<file path="src/verilog/amc_pkg.sv">
`default_nettype none
package amc_pkg;
  // register map, 7-bit addresses
  localparam logic [6:0] OMS_ADDR   = 7'h26;
  localparam logic [6:0] STAT_ADDR  = 7'h30;
  localparam logic [6:0] TEMP_LO    = 7'h31;
  localparam logic [6:0] TEMP_HI    = 7'h32;
  localparam logic [7:0] OMS_RESET  = 8'h00;
  // operating_mode_select fields
  localparam int DSM_LSB  = 0;
  localparam int SAR_LSB  = 2;
  localparam int RNG_LSB  = 4;
  localparam int TEN_BIT  = 7;
  // sigma_delta_path mode codes
  localparam logic [1:0] DSM_OFF = 2'h0;
  localparam logic [1:0] HIGH_PERFORMANCE_MODE = 2'h1;
  localparam logic [1:0] REDUCED_BANDWIDTH_MODE = 2'h2;
  localparam logic [1:0] LOW_POWER_MODE = 2'h3;
  // successive_approx_path mode codes
  localparam logic [1:0] SAR_OFF = 2'h0;
  localparam logic [1:0] VERY_LOW_POWER_MODE = 2'h1;
  localparam logic [1:0] ULTRA_LOW_POWER_MODE = 2'h2;
  localparam logic [1:0] HEART_SOUNDS_MODE = 2'h3;
  // range codes
  localparam logic [1:0] RNG_15G = 2'h0;
  localparam logic [1:0] RNG_30G = 2'h1;
  localparam logic [1:0] RNG_60G = 2'h2;
  // stream word kinds
  localparam logic [1:0] KIND_DSM  = 2'h1;
  localparam logic [1:0] KIND_SAR  = 2'h2;
  localparam logic [1:0] KIND_TEMP = 2'h3;
  // timing
  localparam int unsigned CLK_HZ     = 20000000;
  localparam int unsigned SETTLE_MS  = 2;
  localparam int unsigned SETTLE_CYC = CLK_HZ / 1000 * SETTLE_MS;
  localparam int unsigned TEMP_HZ    = 100;
  localparam int unsigned TEMP_CYC   = CLK_HZ / TEMP_HZ;
  localparam logic [3:0]  SPI_LAST   = 4'hF;
  localparam logic [3:0]  SPI_ADDR   = 4'h7;
  typedef enum logic [2:0] {
    ST_STANDBY = 3'b001,
    ST_SETTLE  = 3'b010,
    ST_MEAS    = 3'b100
  } amc_state_t;
endpackage
`default_nettype wire

</file>
<file path="src/verilog/amc_ctrl.sv">
`timescale 1ns/1ps
`default_nettype none
// Behaviour
// - high-performance, reduced-bandwidth, low-power modes use the 16-bit sigma-delta path.
// - very-low, ultra-low power and heart-sounds modes use the 12-bit SUCCESSIVE_APPROX_PATH path.
// - standby suspends measurement, keeps buffered words, raises no new events.
// - after reset the block is in standby with both paths off.
// - one sigma-delta and one SUCCESSIVE_APPROX_PATH mode may run together, or each alone.
// - ranges of 15, 30 and 60 g select the converter sensitivity.
// - operating mode is chosen by writing register 0x26.
// - temperature is carried as a 12-bit reading.
// - when enabled, temperature words enter the buffer beside acceleration words.
// - while temperature is enabled, its output register and buffer update together with acceleration samples.
// - temperature refreshes at a fixed 100 Hz while its channel is enabled.
// - between fresh temperature samples the last value is repeated.
// - axis values pass unchanged, so positive acceleration reads larger.
module amc_ctrl
  import amc_pkg::*;
#(
  parameter int unsigned SETTLE_N = SETTLE_CYC,
  parameter int unsigned TEMP_N   = TEMP_CYC
) (
  input  wire logic        clk_sys_i,     // 20 MHz
  input  wire logic        sys_rst_i,     // sync, high
  input  wire logic        spi_sclk_i,    // serial clock pin
  input  wire logic        spi_cs_n_i,    // chip select pin
  input  wire logic        spi_mosi_i,    // serial data in pin
  output logic             spi_miso_o,    // serial data out
  output logic             spi_miso_oe_n_o, // low while driving
  input  wire logic [15:0] dsm_sample_i,  // sigma-delta result
  input  wire logic        dsm_valid_i,   // result valid
  output logic             dsm_ready_o,   // result taken
  input  wire logic [11:0] sar_sample_i,  // SUCCESSIVE_APPROX_PATH result
  input  wire logic        sar_valid_i,   // result valid
  output logic             sar_ready_o,   // result taken
  input  wire logic [11:0] temp_sample_i, // temperature sensor
  output logic [1:0]       dsm_mode_o,    // sigma-delta path mode
  output logic [1:0]       sar_mode_o,    // SUCCESSIVE_APPROX_PATH path mode
  output logic [1:0]       range_o,       // full-scale range
  output logic             temp_en_o,     // temperature channel on
  output logic [17:0]      out_data_o,    // {kind, value}
  output logic             out_valid_o,   // word present
  input  wire logic        out_ready_i    // receiver accepts
);

  ////////////////////////////////////////////////////////////////
  // serial configuration port, mode 0, 16-bit frames
  logic [1:0]  sclk_sync_q;
  logic [1:0]  cs_sync_q;
  logic [1:0]  mosi_sync_q;
  logic        sclk_prev_q;
  logic [3:0]  bit_cnt_q;
  logic [14:0] shin_q;
  logic [7:0]  shout_q;
  logic        miso_q;
  logic        miso_oe_n_q;
  logic [7:0]  oms_q;
  logic [11:0] temp_hold_q;
  logic [11:0] temp_out_q;
  amc_state_t  st_q;
  amc_state_t  st_d;

  wire sclk_rise = sclk_sync_q[1] & ~sclk_prev_q;
  wire sclk_fall = ~sclk_sync_q[1] & sclk_prev_q;
  wire cs_act    = ~cs_sync_q[1];
  wire mosi_s    = mosi_sync_q[1];
  wire [6:0] rd_addr  = {shin_q[5:0], mosi_s};
  wire       rd_req   = shin_q[6];
  wire       rd_load  = cs_act & sclk_rise & (bit_cnt_q == SPI_ADDR) & rd_req;
  wire       wr_cmt   = cs_act & sclk_rise & (bit_cnt_q == SPI_LAST) & ~shin_q[14];
  wire [6:0] wr_addr  = shin_q[13:7];
  wire [7:0] wr_data  = {shin_q[6:0], mosi_s};
  wire [1:0] dsm_sel  = oms_q[DSM_LSB +: 2];
  wire [1:0] sar_sel  = oms_q[SAR_LSB +: 2];
  wire       dsm_on   = (dsm_sel != DSM_OFF) & (st_q != ST_STANDBY);
  wire       sar_on   = (sar_sel != SAR_OFF) & (st_q != ST_STANDBY);
  wire       any_meas = (dsm_sel != DSM_OFF) | (sar_sel != SAR_OFF);
  wire       temp_en  = oms_q[TEN_BIT] & any_meas;
  wire [7:0] stat_val = {5'h00, st_q == ST_MEAS, sar_on, dsm_on};
  wire [7:0] rd_val   = (rd_addr == OMS_ADDR)  ? oms_q :
                        (rd_addr == STAT_ADDR) ? stat_val :
                        (rd_addr == TEMP_LO)   ? temp_out_q[7:0] :
                        (rd_addr == TEMP_HI)   ? {4'h0, temp_out_q[11:8]} : 8'h00;

  always_ff @(posedge clk_sys_i) begin
    sclk_sync_q <= {sclk_sync_q[0], spi_sclk_i};
    cs_sync_q   <= {cs_sync_q[0], spi_cs_n_i};
    mosi_sync_q <= {mosi_sync_q[0], spi_mosi_i};
    sclk_prev_q <= sclk_sync_q[1];
  end

  // port runs in every state, standby included
  always_ff @(posedge clk_sys_i) begin
    if (sys_rst_i || !cs_act) begin
      bit_cnt_q   <= 4'h0;
      miso_oe_n_q <= 1'b1;
    end else if (sclk_rise) begin
      bit_cnt_q <= bit_cnt_q + 4'h1;
      shin_q    <= {shin_q[13:0], mosi_s};
    end
    if (rd_load) begin
      shout_q     <= rd_val;
      miso_oe_n_q <= 1'b0;
    end else if (cs_act && sclk_fall && !miso_oe_n_q) begin
      miso_q  <= shout_q[7];
      shout_q <= {shout_q[6:0], 1'b0};
    end
    if (sys_rst_i) begin
      miso_q <= 1'b0;
    end
  end

  always_ff @(posedge clk_sys_i) begin
    if (sys_rst_i) begin
      oms_q <= OMS_RESET;
    end else if (wr_cmt && wr_addr == OMS_ADDR) begin
      oms_q <= wr_data;
    end
  end

  ////////////////////////////////////////////////////////////////
  // standby / settle / measure
  logic [17:0] set_cnt_q;

  always_comb begin
    st_d = st_q;
    case (st_q)
      ST_STANDBY: begin
        if (any_meas) begin
          st_d = ST_SETTLE;
        end
      end
      ST_SETTLE: begin
        if (!any_meas) begin
          st_d = ST_STANDBY;
        end else if (set_cnt_q == 18'(SETTLE_N - 1)) begin
          st_d = ST_MEAS;
        end
      end
      ST_MEAS: begin
        if (!any_meas) begin
          st_d = ST_STANDBY;
        end
      end
      default: st_d = ST_STANDBY;
    endcase
  end

  always_ff @(posedge clk_sys_i) begin
    if (sys_rst_i) begin
      st_q      <= ST_STANDBY;
      set_cnt_q <= 18'h00000;
    end else begin
      st_q      <= st_d;
      set_cnt_q <= (st_q == ST_SETTLE) ? set_cnt_q + 18'h00001 : 18'h00000;
    end
  end

  // paths and range follow the register; the register only changes whole
  always_ff @(posedge clk_sys_i) begin
    if (sys_rst_i) begin
      dsm_mode_o <= DSM_OFF;
      sar_mode_o <= SAR_OFF;
      range_o    <= RNG_15G;
      temp_en_o  <= 1'b0;
    end else begin
      dsm_mode_o <= dsm_sel;
      sar_mode_o <= sar_sel;
      range_o    <= oms_q[RNG_LSB +: 2];
      temp_en_o  <= temp_en;
    end
  end

  ////////////////////////////////////////////////////////////////
  // temperature at a fixed rate, held between refreshes
  logic [17:0] tmp_cnt_q;
  wire         tmp_tick = temp_en & (tmp_cnt_q == 18'(TEMP_N - 1));

  always_ff @(posedge clk_sys_i) begin
    if (sys_rst_i || !temp_en) begin
      tmp_cnt_q <= 18'h00000;
    end else begin
      tmp_cnt_q <= tmp_tick ? 18'h00000 : tmp_cnt_q + 18'h00001;
    end
    if (sys_rst_i) begin
      temp_hold_q <= 12'h000;
    end else if (tmp_tick) begin
      temp_hold_q <= temp_sample_i;
    end
  end

  ////////////////////////////////////////////////////////////////
  // intake: one word per cycle, paths alternate when both run
  logic        dsm_rdy_q;
  logic        sar_rdy_q;
  logic        turn_q;
  logic        pend_q;
  logic [1:0]  cnt_q;
  logic [17:0] e0_q;
  logic [17:0] e1_q;
  logic        ov_q;

  wire dsm_take = dsm_valid_i & dsm_rdy_q & dsm_on;
  wire sar_take = sar_valid_i & sar_rdy_q & sar_on;
  wire push_acc = dsm_take | sar_take;
  wire push     = push_acc | pend_q;
  wire pop      = ov_q & out_ready_i;
  // sign extension keeps polarity, positive g reads larger
  wire [15:0] sar_ext = {{4{sar_sample_i[11]}}, sar_sample_i};
  wire [17:0] din = pend_q ? {KIND_TEMP, 4'h0, temp_out_q} :
                    dsm_take ? {KIND_DSM, dsm_sample_i} : {KIND_SAR, sar_ext};
  wire [1:0] cnt_d = cnt_q + {1'b0, push} - {1'b0, pop};
  wire       pend_d = push_acc & temp_en;
  // accept only into an empty buffer, so the paired temp word always fits
  wire       room = (cnt_d == 2'h0) & ~pend_d;
  wire       dsm_rdy_d = room & dsm_on & (~sar_on | ~turn_q);
  wire       sar_rdy_d = room & sar_on & (~dsm_on | turn_q);
  wire [17:0] e0_d = pop ? ((cnt_q == 2'h2) ? e1_q : din) :
                     (push && cnt_q == 2'h0) ? din : e0_q;
  wire        e1_ld = push & (((cnt_q == 2'h1) & ~pop) | ((cnt_q == 2'h2) & pop));

  always_ff @(posedge clk_sys_i) begin
    if (sys_rst_i) begin
      dsm_rdy_q <= 1'b0;
      sar_rdy_q <= 1'b0;
      turn_q    <= 1'b0;
      pend_q    <= 1'b0;
      cnt_q     <= 2'h0;
      ov_q      <= 1'b0;
      e0_q      <= 18'h00000;
      e1_q      <= 18'h00000;
    end else begin
      dsm_rdy_q <= dsm_rdy_d;
      sar_rdy_q <= sar_rdy_d;
      turn_q    <= ~turn_q;
      pend_q    <= pend_d;
      cnt_q     <= cnt_d;
      ov_q      <= (cnt_d != 2'h0);
      e0_q      <= e0_d;
      if (e1_ld) begin
        e1_q <= din;
      end
    end
  end

  // temp output register moves with each accepted axis sample while temp_en is set
  always_ff @(posedge clk_sys_i) begin
    if (sys_rst_i) begin
      temp_out_q <= 12'h000;
    end else if (push_acc && temp_en) begin
      temp_out_q <= temp_hold_q;
    end
  end

  assign spi_miso_o      = miso_q;
  assign spi_miso_oe_n_o = miso_oe_n_q;
  assign dsm_ready_o     = dsm_rdy_q;
  assign sar_ready_o     = sar_rdy_q;
  assign out_valid_o     = ov_q;
  assign out_data_o      = e0_q;

  ////////////////////////////////////////////////////////////////
  // checks
  chk_reset_standby: assert property (@(posedge clk_sys_i)
    $past(sys_rst_i) && !sys_rst_i |-> st_q == ST_STANDBY && oms_q == OMS_RESET && !ov_q)
    else $error("not in standby after reset");
  chk_standby_idle: assert property (@(posedge clk_sys_i) disable iff (sys_rst_i)
    st_q == ST_STANDBY && $past(st_q) == ST_STANDBY |-> !dsm_rdy_q && !sar_rdy_q && !push_acc)
    else $error("intake while in standby");
  chk_dsm_route: assert property (@(posedge clk_sys_i) disable iff (sys_rst_i)
    dsm_take |-> dsm_sel != DSM_OFF ##1 cnt_q != 2'h0)
    else $error("sigma-delta word without its mode");
  chk_sar_route: assert property (@(posedge clk_sys_i) disable iff (sys_rst_i)
    sar_take |-> sar_sel != SAR_OFF && din == {KIND_SAR, sar_ext})
    else $error("SUCCESSIVE_APPROX_PATH word without its mode");
  chk_one_each: assert property (@(posedge clk_sys_i) disable iff (sys_rst_i)
    !(dsm_rdy_q && sar_rdy_q) && cnt_q != 2'h3)
    else $error("both paths granted at once");
  chk_settle_time: assert property (@(posedge clk_sys_i) disable iff (sys_rst_i)
    st_q == ST_MEAS && $past(st_q) == ST_SETTLE |-> $past(set_cnt_q) == 18'(SETTLE_N - 1))
    else $error("settle wait wrong length");
  chk_mode_write: assert property (@(posedge clk_sys_i) disable iff (sys_rst_i)
    wr_cmt && wr_addr == OMS_ADDR |=> oms_q == $past(wr_data) ##1 range_o == $past(oms_q[RNG_LSB +: 2]))
    else $error("mode write lost");
  chk_temp_pair: assert property (@(posedge clk_sys_i) disable iff (sys_rst_i)
    push_acc && temp_en |=> pend_q && din[17:16] == KIND_TEMP && temp_out_q == $past(temp_hold_q))
    else $error("temperature word not paired");
  chk_temp_tick: assert property (@(posedge clk_sys_i) disable iff (sys_rst_i)
    tmp_tick |=> temp_hold_q == $past(temp_sample_i) && tmp_cnt_q == 18'h00000)
    else $error("temperature refresh missed");
  chk_temp_hold: assert property (@(posedge clk_sys_i) disable iff (sys_rst_i)
    !tmp_tick |=> $stable(temp_hold_q))
    else $error("temperature changed between ticks");
  chk_stop_intake: assert property (@(posedge clk_sys_i) disable iff (sys_rst_i)
    wr_cmt && wr_addr == OMS_ADDR && wr_data[3:0] == 4'h0 |=> ##1 !push_acc && !dsm_rdy_q && !sar_rdy_q)
    else $error("intake after standby write");

endmodule // amc_ctrl
`default_nettype wire

</file>
<file path="config.mk">
export PLATFORM = sky130hd
export DESIGN_NAME = amc_ctrl
export DESIGN_NICKNAME = d
export VERILOG_FILES = /design/src/verilog/amc_pkg.sv /design/src/verilog/amc_ctrl.sv
export SDC_FILE = /design/constraint.sdc
export NUM_CORES = 1
export LEC_CHECK = 0
export CORE_MARGIN = 5
export CORE_UTILIZATION = 50
export CTS_BUF_LIST = sky130_fd_sc_hd__clkbuf_4 sky130_fd_sc_hd__clkbuf_8 sky130_fd_sc_hd__clkbuf_16
export DETAILED_ROUTE_END_ITERATION = 10
export DONT_BUFFER_PORTS = 1
export GPL_TIMING_DRIVEN = 0
export PLACE_DENSITY = 0.69
export SETUP_SLACK_MARGIN = 0.4
export SYNTH_ARGS = -nofsm -noshare
export SYNTH_HDL_FRONTEND = slang
export SYNTH_SLANG_ARGS = --single-unit
</file>
<file path="constraint.sdc">
create_clock -name clk_sys_i -period 5.8 [get_ports clk_sys_i]
set_input_delay 1.16 -clock clk_sys_i [delete_from_list [all_inputs] [get_ports clk_sys_i]]
set_output_delay 1.16 -clock clk_sys_i [all_outputs]
set_load 0.1 [all_outputs]
</file>
# After elaboration in Yosys (flattened, before gate mapping)
# Cells that the tools add are included.
# totals
regBits	157
in_bits	48
wordCells	130
# classes
add_sub_neg	5
eq_ne	18
n_mux	16
n_bitwise	43
reduce_logical	21
# op_table
operator	count
$mux 18	5
$mux 8	5
$add 18x1->18 const B	2
$eq 7x6->1 const B	5
$and 1x1->1	25
$eq 18x16->1 const B	1
$eq 18x18->1 const B	1
$mux 3	4
$not 1->1	12
$reduce_bool 2->1	5
$pmux 3 s3	1
$or 1x1->1	6
$logic_and 1x1->1	5
$add 4x1->4 const B	1
$eq 4x3->1 const B	1
$eq 4x4->1 const B	1
$logic_not 2->1	2
$mux 4	1
$ne 2x2->1 const B	2
$reduce_and 2->1	2
$reduce_or 2->1	2
$eq 3x1->1 const B	1
$eq 3x2->1 const B	1
$eq 3x3->1 const B	1
other kinds (9)	11

# Longest topological paths before layout
# logic_depth
word_depth	11
ltp_mapped	12
depth_no_buf	11

# Worst setup path before layout
# No wires, ideal clock.
# synth_timing
path_type	input to register
start	input port sys_rst_i
end	register shin_q[0], enable pin
setup_ns	0.409
t_arrival_ns	2.751
required_ns	5.391
slack_ns	2.639
stages	3
path_buffers	1
cell_sequence	or2_2 clkbuf_1 nor3b_1
# synth_via
elab_chain_len	3
# synth_lines
item	line	source
from (decl)	amc_ctrl.sv:24	input wire logic sys_rst_i,
$logic_or 1x1->1	amc_ctrl.sv:94	if (sys_rst_i || !cs_act) begin
$not 1->1 (no line)	-	
$reduce_and 2->1 (no line)	-	
to (signal assigned)	amc_ctrl.sv:99	shin_q <= {shin_q[13:0], mosi_s};
to (decl)	amc_ctrl.sv:53	logic [14:0] shin_q;
# No other way between the ends.
# A chain may end at the register's enable or synchronous reset.

# Final worst setup path
# layout_timing
start	register dsm_rdy_q, in the netlist dsm_ready_o
end	register sar_rdy_q, in the netlist sar_ready_o
# layout_via
elab_chain_len	10
# layout_lines
item	line	source
from (decl)	amc_ctrl.sv:194	logic dsm_rdy_q;
from (signal assigned)	amc_ctrl.sv:233	dsm_rdy_q <= dsm_rdy_d;
$and 1x1->1 * (2 in series)	amc_ctrl.sv:203	wire dsm_take = dsm_valid_i & dsm_rdy_q & dsm_on;
$or 1x1->1 *	amc_ctrl.sv:205	wire push_acc = dsm_take | sar_take;
$or 1x1->1	amc_ctrl.sv:206	wire push = push_acc | pend_q;
$add 2x1->2	amc_ctrl.sv:212	wire [1:0] cnt_d = cnt_q + {1'b0, push} - {1'b0, pop};
$sub 2x1->2	amc_ctrl.sv:212	
$logic_not 2->1	amc_ctrl.sv:215	wire room = (cnt_d == 2'h0) & ~pend_d;
$and 1x1->1 *	amc_ctrl.sv:215	
$and 1x1->1 * (2 in series)	amc_ctrl.sv:217	wire sar_rdy_d = room & sar_on & (~dsm_on | turn_q);
to (signal assigned)	amc_ctrl.sv:234	sar_rdy_q <= sar_rdy_d;
to (decl)	amc_ctrl.sv:195	logic sar_rdy_q;
# Every way passes the cells marked *; elsewhere a longest branch is shown, timed or not.

==> flow_results.xml <==
<?xml version="1.0" encoding="UTF-8"?>
<metrics>
  <group name="status">
    <metric name="run_status" unit="">finished clean</metric>
  </group>
  <group name="cts">
    <metric name="cts.root.buffer_cell" unit="">clkbuf_16</metric>
    <metric name="number_of_sinks_on_the_clock_net" unit="">157</metric>
    <metric name="clkSlewWorstSetupHoldPaths" unit="ps">60</metric>
    <metric name="clock_tree.htree_level_count" unit="">4</metric>
    <metric name="cts_post_setup_buffers_inserted" unit="">0</metric>
    <metric name="tritoncts.num_buffers" unit="">17</metric>
    <metric name="clk_path_buf_depth" unit="">2</metric>
    <metric name="clk-insertion-delay-late" unit="ps">430</metric>
    <metric name="tritoncts" unit="">built</metric>
    <metric name="ctsHoldBuffers" unit="">0</metric>
    <metric name="post_cts.resized_instances" unit="">0</metric>
  </group>
  <group name="floorplan">
    <metric name="die_height" unit="um">125</metric>
    <metric name="fp.dieW" unit="um">125</metric>
    <metric name="die_area" unit="sq um">15600</metric>
    <metric name="floorplan.initialDensity" unit="%">50.4</metric>
    <metric name="floorplan.core_area" unit="sq um">13100</metric>
    <metric name="core.rowCount" unit="">42</metric>
    <metric name="io-pin-count" unit="">78</metric>
  </group>
  <group name="synth">
    <metric name="post_synth.cell_area_avg" unit="sq um">9.36</metric>
    <metric name="post_synth_inst_count" unit="">704</metric>
    <metric name="main_combinational_cell_family_by_area_after_synthesis" unit="">simple AND/OR/NAND/NOR gates</metric>
    <metric name="synth.lib_cells_used.distinct" unit="">58</metric>
    <metric name="synth-adder-area-share" unit="%">0.949</metric>
    <metric name="synthesis.nets" unit="">757</metric>
    <metric name="synth-async-reset-ratio" unit="%">0</metric>
    <metric name="synth.ff_latch_count" unit="">157</metric>
    <metric name="synth_simple_gate_area_share" unit="%">24.6</metric>
    <metric name="edff_count_synth" unit="">23</metric>
    <metric name="syn-cell-area" unit="sq um">6590</metric>
    <metric name="synth-compound-area-share" unit="%">9.66</metric>
    <metric name="ys_dominant_reg_cell" unit="">dfxtp_1</metric>
    <metric name="synth_xor_xnor_area_share" unit="%">4.78</metric>
    <metric name="synthMuxAreaShare" unit="%">5.47</metric>
    <metric name="seq_area_frac_synth" unit="%">51.2</metric>
    <metric name="yosysWarnings" unit="">0</metric>
  </group>
  <group name="flow_run">
    <metric name="cap_violations" unit="">0</metric>
  </group>
  <group name="sta">
    <metric name="grt_setup_unrepaired" unit="">no</metric>
    <metric name="setup_violation_total_in_the_final_timing_report" unit="">0</metric>
    <metric name="slew_limit_headroom" unit="%">29.8</metric>
    <metric name="whs" unit="ps">330</metric>
    <metric name="final.setup.tns" unit="ps">0</metric>
    <metric name="final_min_period_over_clock_period" unit="%">58.5</metric>
    <metric name="max_freq" unit="GHz">0.295</metric>
    <metric name="tightestPinTransition" unit="ps">1050</metric>
    <metric name="report.final.hold_viol_count" unit="">0</metric>
    <metric name="timing.final.max_slew_violations" unit="">0</metric>
    <metric name="final.setup_skew" unit="ps">13.1</metric>
    <metric name="finalWorstPathRequiredPeriod" unit="ps">3390</metric>
  </group>
  <group name="route">
    <metric name="dr.pass1.iters" unit="">5</metric>
    <metric name="detail_route.wl_per_cell" unit="um">17.1</metric>
    <metric name="route.vias.total" unit="">5115</metric>
    <metric name="drt_iter0_drc" unit="">424</metric>
    <metric name="vias_per_cell" unit="">5.61</metric>
    <metric name="antenna_violating_nets_post_route" unit="">0</metric>
    <metric name="drcViolationCount" unit="">0</metric>
    <metric name="routed_wl" unit="um">15600</metric>
  </group>
  <group name="critical_path">
    <metric name="cp-end-kind" unit="">register</metric>
    <metric name="crit_start" unit="">dsm_ready_o$_SDFF_PP0_</metric>
    <metric name="worstSetupStartpointType" unit="">register</metric>
    <metric name="r2r_start" unit="">dsm_ready_o$_SDFF_PP0_</metric>
    <metric name="timing.setup.critical_path_class" unit="">register to register</metric>
    <metric name="rrSetupSlack" unit="ps">2410</metric>
    <metric name="timing.reg2reg.worst_path_depth" unit="">11</metric>
    <metric name="reg2reg_to" unit="">sar_ready_o$_SDFF_PP0_</metric>
    <metric name="crit_required" unit="ps">6140</metric>
    <metric name="worstSetupEndpoint" unit="">sar_ready_o$_SDFF_PP0_</metric>
    <metric name="critPathMaxFanout" unit="">6</metric>
    <metric name="cp_data_arrival_time" unit="ps">3730</metric>
  </group>
  <group name="power">
    <metric name="leakage" unit="nW">2.48</metric>
    <metric name="worst_ir_drop_vdd" unit="mV">0.174</metric>
    <metric name="pwr_density_cell" unit="nW/um^2">341</metric>
  </group>
  <group name="final_layout">
    <metric name="regArea" unit="sq um">3370</metric>
    <metric name="filler_cell_count" unit="">1189</metric>
    <metric name="areaGrowthSynthToFinish" unit="%">13.1</metric>
    <metric name="diodes" unit="">0</metric>
    <metric name="drive_above_1_share" unit="%">9.10</metric>
    <metric name="final_common_cell" unit="">dfxtp_1</metric>
    <metric name="multi_input_area" unit="sq um">3000</metric>
    <metric name="layout.cells.most_common_list" unit="">dfxtp_1 (134), nor2_1 (119), nand3_1 (64)</metric>
    <metric name="fin_nets" unit="">777</metric>
    <metric name="postLayoutCoreUtil" unit="%">57.0</metric>
  </group>
  <group name="place">
    <metric name="portBuffers" unit="">0</metric>
    <metric name="place_hpwl" unit="um">11500</metric>
    <metric name="place_congestion" unit="">0.814</metric>
  </group>
  <group name="grt">
    <metric name="vias_in_the_first_global_route" unit="">5158</metric>
    <metric name="grt_overflow" unit="">0</metric>
    <metric name="grt_use_total" unit="%">20.2</metric>
    <metric name="antenna_found_initial" unit="">0</metric>
    <metric name="grt_max_degree" unit="">17</metric>
    <metric name="grt_pass1_wl" unit="um">25400</metric>
  </group>
  <group name="min_path">
    <metric name="hold_class" unit="">register to register</metric>
    <metric name="worst_hold_startpoint" unit="">cs_sync_q[0]$_DFF_P_</metric>
  </group>
</metrics>
-- synth_stat cells, types with 8 or more instances --
cell	instances	area share (%)
a21oi_1	36	2.7
a311oi_1	16	2.1
clkbuf_1	17	0.97
dfxtp_1	134	41
edfxtp_1	23	10
inv_1	9	0.51
mux2i_1	36	5.5
nand2_1	58	3.3
nand2b_1	11	1.0
nand3_1	64	4.9
nand4_1	8	0.76
nor2_1	119	6.8
nor2b_1	12	1.1
o21ai_0	22	1.7
xnor2_1	17	2.3
xor2_1	19	2.5
-- stage by stage --
step | cells | setup WS [ps] | area, sq um | total power, mW
floorplan | 704 | 2640 | 6590 | 1.38
global placement | 880 | 2300 | 6810 | 1.40
detailed placement | 881 | 2410 | 6830 | 1.40
CTS | 912 | 2390 | 7450 | 2.56
global route | 912 | 2200 | 7450 | 2.63
finish | 912 | 2410 | 7450 | 2.54
-- routing by layer --
layer	track usage [%]	part of all wire, %	vias to the layer above
met5	0	0	-
met4	7.54	1.7	0
met3	7.55	6.6	24
met2	33.3	48	152
met1	24.0	44	2438
li1	-	-	2501
-- how the worst min path moves through the flow --
stage,slack (ps),end,cells past startpoint
floorplan,310,cs_sync_q[1]$_DFF_P_,0
global placement,310,mosi_sync_q[1]$_DFF_P_,0
detailed placement,320,sclk_sync_q[1]$_DFF_P_,0
CTS,330,cs_sync_q[1]$_DFF_P_,0
global route,340,sclk_sync_q[1]$_DFF_P_,0
finish,330,cs_sync_q[1]$_DFF_P_,0
-- where the power goes --
group	total [mW]	switching, mW	internal [mW]	leakage [nW]
clock	1.16	0.420	0.741	0.317
sequential	1.28	0.154	1.13	1.29
combinational	0.0997	0.0600	0.0397	0.879
-- layout make-up --
cell class / instances / share of cell area, %
buffer: 36 / 2.47
clock buffer: 26 / 7.42
clock inverter: 5 / 1.01
inverter: 9 / 0.453
multi-input combinational: 502 / 40.3
sequential: 157 / 45.3
tap: 176 / 2.95
timing repair buffer: 1 / 0.151
-- registers in the layout, indices dropped and copies added, names as in the netlist, 2 cells and up --
register / count
temp_hold_q: 12
dsm_mode_o: 2
oms_q: 8
cnt_q: 2
shin_q: 15
mosi_sync_q: 2
tmp_cnt_q: 18
st_q: 3
bit_cnt_q: 4
shout_q: 8
cs_sync_q: 2
out_data_o: 18
e1_q: 18
set_cnt_q: 18
range_o: 2
sar_mode_o: 2
sclk_sync_q: 2
temp_out_q: 12
-- critical path, stage by stage (launching register included) --
cell and delay [ps]:
dfxtp_1 1010, o211ai_2 390, a21oi_1 320, nor2_1 80
ha_1 290, inv_1 40, ha_1 170, xor2_1 150
xnor2_1 230, nand2_1 70, or3_1 360, nor3_2 190
-- logic make-up after synthesis --
logic type	count (synthesis)
compound gates	97
fa+ha+maj	5
xor+xnor	36
simple gates	328
buf+inv	45
flops	157
mux	36
(Power assumes the default switching activity.)
